$ cat config.mk
export PLATFORM = sky130hd
export DESIGN_NAME = pad_comp_bypass
export DESIGN_NICKNAME = d
export VERILOG_FILES = /design/src/design/pad_comp_bypass.v /design/src/design/pad_drive_select.v
export VERILOG_INCLUDE_DIRS = /design/src /design/src/design
export SDC_FILE = /design/constraint.sdc
export NUM_CORES = 1
export LEC_CHECK = 0
export BUFFER_PORTS_ARGS = -buffer_cell sky130_fd_sc_hd__buf_2
export CELL_PAD_IN_SITES_DETAIL_PLACEMENT = 1
export CELL_PAD_IN_SITES_GLOBAL_PLACEMENT = 1
export CORE_ASPECT_RATIO = 0.7
export CORE_MARGIN = 5
export CORE_UTILIZATION = 40
export CTS_CLUSTER_DIAMETER = 80
export CTS_CLUSTER_SIZE = 16
export DETAILED_ROUTE_END_ITERATION = 6
export PLACE_DENSITY = 0.81
export REMOVE_ABC_BUFFERS = 1
export SETUP_SLACK_MARGIN = 0.05
export SLEW_MARGIN = 30
export SYNTH_ARGS = -nofsm -noshare
export SYNTH_HDL_FRONTEND = slang
export SYNTH_SLANG_ARGS = --single-unit
$ cat constraint.sdc
create_clock -name clk -period 2.4 [get_ports clk]
set_input_delay 0.24 -clock clk [delete_from_list [all_inputs] [get_ports clk]]
set_output_delay 0.24 -clock clk [all_outputs]
set_load 0.01 [all_outputs]
$ cat src/design/pad_comp_bypass_regs.vh
`ifndef PAD_COMP_BYPASS_REGS_VH
`define PAD_COMP_BYPASS_REGS_VH

// Configuration space offset of the bypass control register
`define PDBC_OFFSET 8'hb8

// Field positions
`define PDBC_DATA_PDRV_HI 31
`define PDBC_DATA_PDRV_LO 28
`define PDBC_DATA_NDRV_HI 27
`define PDBC_DATA_NDRV_LO 24
`define PDBC_DATA_BYP_BIT 23
`define PDBC_DATA_RSLEW_HI 19
`define PDBC_DATA_RSLEW_LO 18
`define PDBC_DATA_FSLEW_HI 17
`define PDBC_DATA_FSLEW_LO 16
`define PDBC_STRB_PDRV_HI 15
`define PDBC_STRB_PDRV_LO 12
`define PDBC_STRB_NDRV_HI 11
`define PDBC_STRB_NDRV_LO 8
`define PDBC_STRB_BYP_BIT 7
`define PDBC_STRB_RSLEW_HI 3
`define PDBC_STRB_RSLEW_LO 2
`define PDBC_STRB_FSLEW_HI 1
`define PDBC_STRB_FSLEW_LO 0

// Writable bits; everything else is reserved and reads zero
`define PDBC_WR_MASK 32'hff8fff8f

// Reset values
`define PDBC_RESET 32'h00800080
`define PDBC_DRV_RESET 4'h0
`define PDBC_SLEW_RESET 2'h0
`define PDBC_BYP_RESET 1'h1

`endif

$ cat src/design/pad_comp_bypass.v
// Contract
// Hold data P drive, 0000 weakest, to pads only when data bypass set.
// Hold data N drive, 0000 weakest, to pads only when data bypass set.
// Data bypass set: auto result disconnected, programmed drive goes to data pads.
// Data rise slew always applied, independent of data bypass.
// Data fall slew always applied, independent of data bypass.
// Hold strobe P drive, applied only when strobe bypass set.
// Hold strobe N drive, applied only when strobe bypass set.
// Strobe bypass set: programmed strobe drive goes directly to strobe pads.
// Strobe rise slew always applied, independent of strobe bypass.
// Strobe fall slew always applied, independent of strobe bypass.
// Only three bypass combinations; data bypassed with strobes compensated is illegal.
// Data bypass values also drive strobe pads until strobe values written.
// Auto compensation takes effect only in the low-voltage signalling environment.
// Software triggers one-shot compensation after leaving bypass, before enabling port.
// Reserved bits read zero and ignore writes.
`timescale 1ns/1ns
`default_nettype none
`include "pad_comp_bypass_regs.vh"

module pad_comp_bypass
(
	// Clock, reset, enable
	input wire clk,
	input wire srst,
	input wire ce,
	// Configuration space access
	input wire cfgWrEn,
	input wire cfgRdEn,
	input wire [7:0] cfgAddr,
	input wire [3:0] cfgByteEn,
	input wire [31:0] cfgWrData,
	output reg [31:0] cfgRdData_r,
	// Signalling environment and compensation circuit
	input wire lowVoltSig,
	input wire [3:0] autoDataP,
	input wire [3:0] autoDataN,
	input wire [3:0] autoStrbP,
	input wire [3:0] autoStrbN,
	// Data pad controls
	output wire [3:0] dataPadP,
	output wire [3:0] dataPadN,
	output reg [1:0] dataRiseSlew_r,
	output reg [1:0] dataFallSlew_r,
	output wire dataCompActive,
	// Strobe pad controls
	output wire [3:0] strbPadP,
	output wire [3:0] strbPadN,
	output reg [1:0] strbRiseSlew_r,
	output reg [1:0] strbFallSlew_r,
	output wire strbCompActive,
	// Status
	output wire illegalCombo,
	output reg bypassExit_r
);

	// Register byte offset, low two bits ignored by the decode
	localparam [7:0] REG_OFFSET = `PDBC_OFFSET;

	// Register fields
	reg [3:0] data_pdrive_override_r;
	reg [3:0] data_ndrive_override_r;
	reg data_pad_bypass_en_r;
	reg [1:0] data_rise_slew_r;
	reg [1:0] data_fall_slew_r;
	reg [3:0] strobe_pdrive_override_r;
	reg [3:0] strobe_ndrive_override_r;
	reg strobe_pad_bypass_en_r;
	reg [1:0] strobe_rise_slew_r;
	reg [1:0] strobe_fall_slew_r;
	reg strbValsWritten_r;
	wire hit;
	wire wrHit;
	wire [31:0] regValue;
	wire [31:0] wrMerged;
	wire strbBypass;
	wire [3:0] strbSrcP;
	wire [3:0] strbSrcN;

	// Merge byte lanes of a write into the current value
	function [31:0] mergeBytes;
		input [31:0] cur;
		input [31:0] wd;
		input [3:0] be;
		integer i;
		begin
			mergeBytes = cur;
			for (i = 0; i < 4; i = i + 1)
				if (be[i])
					mergeBytes[i*8 +: 8] = wd[i*8 +: 8];
		end
	endfunction

	// Address decode
	assign hit = (cfgAddr[7:2] == REG_OFFSET[7:2]);
	assign wrHit = cfgWrEn & hit & ce;

	// Readback image, reserved bits zero
	assign regValue = {data_pdrive_override_r, data_ndrive_override_r, data_pad_bypass_en_r, 3'h0,
		data_rise_slew_r, data_fall_slew_r, strobe_pdrive_override_r, strobe_ndrive_override_r,
		strobe_pad_bypass_en_r, 3'h0, strobe_rise_slew_r, strobe_fall_slew_r};

	// Reserved bits masked off the write
	assign wrMerged = mergeBytes(regValue, cfgWrData, cfgByteEn) & `PDBC_WR_MASK;

	// Register write
	always @(posedge clk)
	begin
		if (srst)
		begin
			data_pdrive_override_r <= `PDBC_DRV_RESET;
			data_ndrive_override_r <= `PDBC_DRV_RESET;
			data_pad_bypass_en_r <= `PDBC_BYP_RESET;
			data_rise_slew_r <= `PDBC_SLEW_RESET;
			data_fall_slew_r <= `PDBC_SLEW_RESET;
			strobe_pdrive_override_r <= `PDBC_DRV_RESET;
			strobe_ndrive_override_r <= `PDBC_DRV_RESET;
			strobe_pad_bypass_en_r <= `PDBC_BYP_RESET;
			strobe_rise_slew_r <= `PDBC_SLEW_RESET;
			strobe_fall_slew_r <= `PDBC_SLEW_RESET;
		end
		else if (wrHit)
		begin
			data_pdrive_override_r <= wrMerged[`PDBC_DATA_PDRV_HI:`PDBC_DATA_PDRV_LO];
			data_ndrive_override_r <= wrMerged[`PDBC_DATA_NDRV_HI:`PDBC_DATA_NDRV_LO];
			data_pad_bypass_en_r <= wrMerged[`PDBC_DATA_BYP_BIT];
			data_rise_slew_r <= wrMerged[`PDBC_DATA_RSLEW_HI:`PDBC_DATA_RSLEW_LO];
			data_fall_slew_r <= wrMerged[`PDBC_DATA_FSLEW_HI:`PDBC_DATA_FSLEW_LO];
			strobe_pdrive_override_r <= wrMerged[`PDBC_STRB_PDRV_HI:`PDBC_STRB_PDRV_LO];
			strobe_ndrive_override_r <= wrMerged[`PDBC_STRB_NDRV_HI:`PDBC_STRB_NDRV_LO];
			strobe_pad_bypass_en_r <= wrMerged[`PDBC_STRB_BYP_BIT];
			strobe_rise_slew_r <= wrMerged[`PDBC_STRB_RSLEW_HI:`PDBC_STRB_RSLEW_LO];
			strobe_fall_slew_r <= wrMerged[`PDBC_STRB_FSLEW_HI:`PDBC_STRB_FSLEW_LO];
		end
	end

	// Tracks whether strobe drive values were written since data bypass values
	always @(posedge clk)
	begin
		if (srst)
			strbValsWritten_r <= 1'b1;
		else if (wrHit)
		begin
			if (cfgByteEn[1])
				strbValsWritten_r <= 1'b1;
			else if (cfgByteEn[3] | (cfgByteEn[2] & cfgWrData[`PDBC_DATA_BYP_BIT]))
				strbValsWritten_r <= 1'b0;
		end
	end

	// Slew fields reach the pads whatever the bypass bits say
	always @(posedge clk)
	begin
		if (srst)
		begin
			dataRiseSlew_r <= `PDBC_SLEW_RESET;
			dataFallSlew_r <= `PDBC_SLEW_RESET;
			strbRiseSlew_r <= `PDBC_SLEW_RESET;
			strbFallSlew_r <= `PDBC_SLEW_RESET;
		end
		else if (ce)
		begin
			dataRiseSlew_r <= data_rise_slew_r;
			dataFallSlew_r <= data_fall_slew_r;
			strbRiseSlew_r <= strobe_rise_slew_r;
			strbFallSlew_r <= strobe_fall_slew_r;
		end
	end

	// Unsupported mix flagged; strobes then follow the data bypass values
	assign illegalCombo = data_pad_bypass_en_r & ~strobe_pad_bypass_en_r;
	assign strbBypass = strobe_pad_bypass_en_r | data_pad_bypass_en_r;

	// Strobe source: data values until strobe values written
	assign strbSrcP = (data_pad_bypass_en_r & (~strbValsWritten_r | ~strobe_pad_bypass_en_r)) ?
		data_pdrive_override_r : strobe_pdrive_override_r;
	assign strbSrcN = (data_pad_bypass_en_r & (~strbValsWritten_r | ~strobe_pad_bypass_en_r)) ?
		data_ndrive_override_r : strobe_ndrive_override_r;

	// Data pad strength selection
	pad_drive_select dataSel
	(
		.clk(clk),
		.srst(srst),
		.ce(ce),
		.bypassEn(data_pad_bypass_en_r),
		.lowVoltSig(lowVoltSig),
		.overP(data_pdrive_override_r),
		.overN(data_ndrive_override_r),
		.autoP(autoDataP),
		.autoN(autoDataN),
		.padP_r(dataPadP),
		.padN_r(dataPadN),
		.compActive(dataCompActive)
	);

	// Strobe pad strength selection
	pad_drive_select strbSel
	(
		.clk(clk),
		.srst(srst),
		.ce(ce),
		.bypassEn(strbBypass),
		.lowVoltSig(lowVoltSig),
		.overP(strbSrcP),
		.overN(strbSrcN),
		.autoP(autoStrbP),
		.autoN(autoStrbN),
		.padP_r(strbPadP),
		.padN_r(strbPadN),
		.compActive(strbCompActive)
	);

	// Pulse when a write leaves bypass, so firmware can start compensation
	always @(posedge clk)
	begin
		if (srst)
			bypassExit_r <= 1'b0;
		else if (ce)
			bypassExit_r <= wrHit & ((data_pad_bypass_en_r & ~wrMerged[`PDBC_DATA_BYP_BIT]) |
				(strobe_pad_bypass_en_r & ~wrMerged[`PDBC_STRB_BYP_BIT]));
	end

	// Registered read, zero for other offsets
	always @(posedge clk)
	begin
		if (srst)
			cfgRdData_r <= 32'h00000000;
		else if (ce)
			cfgRdData_r <= (cfgRdEn & hit) ? regValue : 32'h00000000;
	end

endmodule

`default_nettype wire

$ cat src/design/pad_drive_select.v
`timescale 1ns/1ns
`default_nettype none
`include "pad_comp_bypass_regs.vh"

module pad_drive_select
(
	// Clock, reset, enable
	input wire clk,
	input wire srst,
	input wire ce,
	// Selection
	input wire bypassEn,
	input wire lowVoltSig,
	// Programmed and compensated strengths
	input wire [3:0] overP,
	input wire [3:0] overN,
	input wire [3:0] autoP,
	input wire [3:0] autoN,
	// Pad strengths
	output reg [3:0] padP_r,
	output reg [3:0] padN_r,
	output wire compActive
);

	// Compensation only acts in the low-voltage environment
	assign compActive = ~bypassEn & lowVoltSig;

	// Programmed value when bypassed, compensated value in the low-voltage environment; hold otherwise
	always @(posedge clk)
	begin
		if (srst)
		begin
			padP_r <= `PDBC_DRV_RESET;
			padN_r <= `PDBC_DRV_RESET;
		end
		else if (ce)
		begin
			if (bypassEn)
			begin
				padP_r <= overP;
				padN_r <= overN;
			end
			else if (lowVoltSig)
			begin
				padP_r <= autoP;
				padN_r <= autoN;
			end
		end
	end

endmodule

`default_nettype wire

==> metrics.log <==
[metrics] Clock Root Buffer: sky130_fd_sc_hd__clkbuf_16
[metrics] area of the die: about 11000 um^2
[metrics] post-route clock skew: about 4.6 ps
[metrics] Max-slew headroom: 43.9%
[metrics] wirelength, routed: slightly above 10 mm
[metrics] synth unique cells: 33
[metrics] min setup slack post-route: roughly 660 ps
[metrics] number of levels the H-tree was split into: 3
[metrics] share of power burned in the clock network: about half
[metrics] Hold WC Path Type: primary input to flop
[metrics] part of the Yosys area used for sequential elements: about two fifths
[metrics] peak supply drop: around 560 uV
[metrics] largest net degree at the start of global routing: 49
[metrics] total power divided by cell area: 667 nW/um^2
[metrics] crit-path cells: o31a_4 -> nor2_1 -> a311oi_1
[metrics] most frequently used flop master after synthesis: sky130_fd_sc_hd__dfxtp_1
[metrics] DPL Wire Length: approximately 7.3 mm
[metrics] overall routing resource usage: 18.0%
[metrics] TritonCTS buffer count: 9
[metrics] count of nets left with antenna violations after detail routing: 0
[metrics] Slowest cell on crit path: sky130_fd_sc_hd__dfxtp_1
[metrics] Pins Over Slew Limit: 0
[metrics] outcome: complete, no violations
[metrics] cell area after technology mapping: roughly 3700 um^2
[metrics] total setup violations reported at the end of the flow: 0
[metrics] TritonCTS clock tree: yes
[metrics] via count of the first global-routing pass: between 3000 and 4000
[metrics] average instance area after synthesis: roughly 9.4 um^2
[metrics] placer congestion estimate: 0.751
[metrics] number of antenna diodes: 0
[metrics] total I/O pin count: roughly 130
[metrics] Die Span X: around 130 um
[metrics] element type at the critical path end: flop
[metrics] overflow left after global routing: 0
[metrics] count of TritonRoute iterations in the first routing pass: 4
[metrics] end-of-flow core utilization: around half
[metrics] fraction of layout instances using a drive strength above 1: 34.1%
[metrics] worst-skew pair later-pin latency: 330 ps
[metrics] peak fanout along the critical path: 22
[metrics] final count of hold timing violations: 0
[metrics] sequential power share: a little over two fifths
[metrics] clock period minus worst slack: approximately 1700 ps
[metrics] DRC violations left: 0
[metrics] area added between synthesis and finish: 25.2%
[metrics] unrepaired setup endpoints after global routing: false
[metrics] Initial Utilization: about two fifths
[metrics] CTS Hold Bufs: 0
[metrics] placement-stage worst setup slack: 741 ps
[metrics] startpoint class of the critical path: flop
[metrics] cell internal power dissipation: between 2000 and 2500 uW
[metrics] number of placement rows: 29
[metrics] NetSw: 652 uW
[metrics] number of antenna violations at the first check in global routing: 0
[metrics] number of buffers between clock root and the deepest sink: 2
[metrics] worst setup path category: flop to flop
[metrics] number of enable flip-flop cells after synthesis: 0
[metrics] buffers inserted by post-CTS timing repair: 0
[metrics] count of non-filler cells in the finished layout: around 620
[metrics] arrival time worst endpoint: slightly below 2000 ps
[metrics] Lkg Pwr: 0.00189 uW
[metrics] relative contribution of combinational cells to total power: 6.5%
[metrics] first-pass GRT wire length: 16.9 mm
[metrics] violation count after the first detailed-routing iteration: between 100 and 150
[metrics] Routed WL per cell: around 16 um
[metrics] die height: between 90 and 100 um
[metrics] most common cell after layout, fill and taps aside: sky130_fd_sc_hd__buf_2
[metrics] fraction of registers with async set or reset after synthesis: 0%
[metrics] Warnings, synthesis: 0
[metrics] post-synth top area share: between 40% and 50%
[metrics] DP Cell Count: about 600
[metrics] total clock sinks: between 70 and 80
[metrics] FF+latch count, synth: a little under 80
[metrics] top area cells in the synthesized netlist: sky130_fd_sc_hd__dfxtp_1 (42%), sky130_fd_sc_hd__nand2b_1 (12%), sky130_fd_sc_hd__mux2i_1 (7.5%)
[metrics] post-CTS resize count: 0
[metrics] transition time at the pin with the least slew margin: around 840 ps
[metrics] most used cells in the layout excluding fill and tap cells: sky130_fd_sc_hd__buf_2 (110), sky130_fd_sc_hd__dfxtp_1 (78), sky130_fd_sc_hd__nand2b_1 (73)
[metrics] clock input transition at the sequential cells of the worst setup and hold paths: about 60 ps
[metrics] via count: between 3000 and 4000
[metrics] critical path required time: ~2600 ps
[metrics] number of nets in the layout: 560
[metrics] Mapped Cells: 399
[metrics] number of vias per cell after detailed routing: roughly 5.1
[metrics] # Max-Cap Violations: 0
[metrics] post-place instance area: 4320 um^2
[metrics] Core Region: approximately 9000 um^2
[metrics] fill cell total of the finished layout: 1086
[metrics] count of input and output buffers: between 100 and 150
[metrics] Total Neg Setup Slack: 0 ps
[metrics] most area-hungry cell type in the Yosys netlist: sky130_fd_sc_hd__dfxtp_1
[metrics] area of all placed cells without fillers: between 4000 and 5000 um^2
[metrics] slowest stage delay, CP: around 870 ps
[metrics] timing-limited maximum frequency: about 0.58 GHz
[metrics] final period utilization: just over 70%
[metrics] switching share of power: 20.9%
[power groups by stage]
stage	Combinational, uW	Clock (uW)	Sequential, uW
final	203	1600	1320
after global placement	199	0	1340
after detailed placement	203	0	1340
after global routing	225	1680	1320
after floorplan	67.7	0	1350
after CTS	205	1640	1320
[cell usage after synthesis, types with 2 or more instances]
| master | n |
|---|---|
| sky130_fd_sc_hd__a21o_1 | 7 |
| sky130_fd_sc_hd__a311oi_1 | 14 |
| sky130_fd_sc_hd__a211oi_1 | 2 |
| sky130_fd_sc_hd__dfxtp_1 | 78 |
| sky130_fd_sc_hd__buf_4 | 11 |
| sky130_fd_sc_hd__or3b_2 | 26 |
| sky130_fd_sc_hd__nand2b_1 | 73 |
| sky130_fd_sc_hd__inv_1 | 4 |
| sky130_fd_sc_hd__o31ai_1 | 26 |
| sky130_fd_sc_hd__nor3_4 | 3 |
| sky130_fd_sc_hd__nand2_1 | 42 |
| sky130_fd_sc_hd__nor2_1 | 20 |
| sky130_fd_sc_hd__nand3b_1 | 2 |
| sky130_fd_sc_hd__mux2i_1 | 28 |
| sky130_fd_sc_hd__nand4b_4 | 2 |
| sky130_fd_sc_hd__o22a_1 | 7 |
| sky130_fd_sc_hd__buf_2 | 18 |
| sky130_fd_sc_hd__a21oi_1 | 9 |
| sky130_fd_sc_hd__clkbuf_1 | 9 |
| sky130_fd_sc_hd__nor2b_1 | 5 |
[worst max-delay path: cells and delay by family (launching register included)]
family / cells / cell delay, ps
DFF: 1 / 870
AOI/OAI and AO/OA: 2 / 680
and+or+nand+nor: 1 / 70
[logic make-up after synthesis]
| logic type | share of synthesized area, % |
|---|---|
| AND/OR/NAND/NOR | 29.8 |
| flip-flops | 41.8 |
| AO/OA/AOI/OAI | 14.6 |
| buffers and inverters | 6.22 |
| multiplexers | 7.50 |
| other | 0.100 |
[through the flow]
stage | hold slack [ps] | total power [uW]
finish | 182 | 3120
global route | 187 | 3220
CTS | 172 | 3160
detailed placement | 464 | 1550
global placement | 457 | 1540
floorplan | 309 | 1420
[final timing paths]
kind,from,endpoint,slack [ps],cells after the start
setup / recovery,strobe_pad_bypass_en_r,strbSel.padN_r[3],660,3
hold / removal,cfgWrData[1],strobe_fall_slew_r[1],180,3
setup reg to reg,strobe_pad_bypass_en_r,strbSel.padN_r[3],660,3
hold reg to reg,strbRiseSlew_r[1],strbRiseSlew_r[1],470,2
[final cells by class]
| class | count | area [um^2] | share of cell area [%] |
|---|---|---|---|
| Sequential cell | 78 | 1560 | 33.4 |
| Timing Repair Buffer | 118 | 623 | 13.3 |
| Inverter | 4 | 15.0 | 0.321 |
| Clock inverter | 5 | 105 | 2.25 |
| Multi-Input combinational cell | 283 | 1970 | 42.0 |
| Clock buffer | 11 | 253 | 5.40 |
| Tap cell | 124 | 155 | 3.31 |
[sequential cells by signal, indices dropped and copies added, names as in the netlist, 4 cells and up]
register and flops:
data_ndrive_override_r 4, dataSel.padN_r 4, strobe_ndrive_override_r 4, strobe_pdrive_override_r 4, strbSel.padN_r 4, data_pdrive_override_r 4, dataSel.padP_r 4, cfgRdData_r 26
strbSel.padP_r 4
[per-layer routing]
layer / track usage, % / vias to the layer above / wire (um)
met5: 0 / - / 0
met4: 3.79 / 0 / 74
met3: 4.73 / 10 / 497
met2: 30.6 / 76 / 4870
met1: 23.0 / 1509 / 4750
li1: - / 1560 / -
No activity file was read; power rests on OpenSTA's default activity.
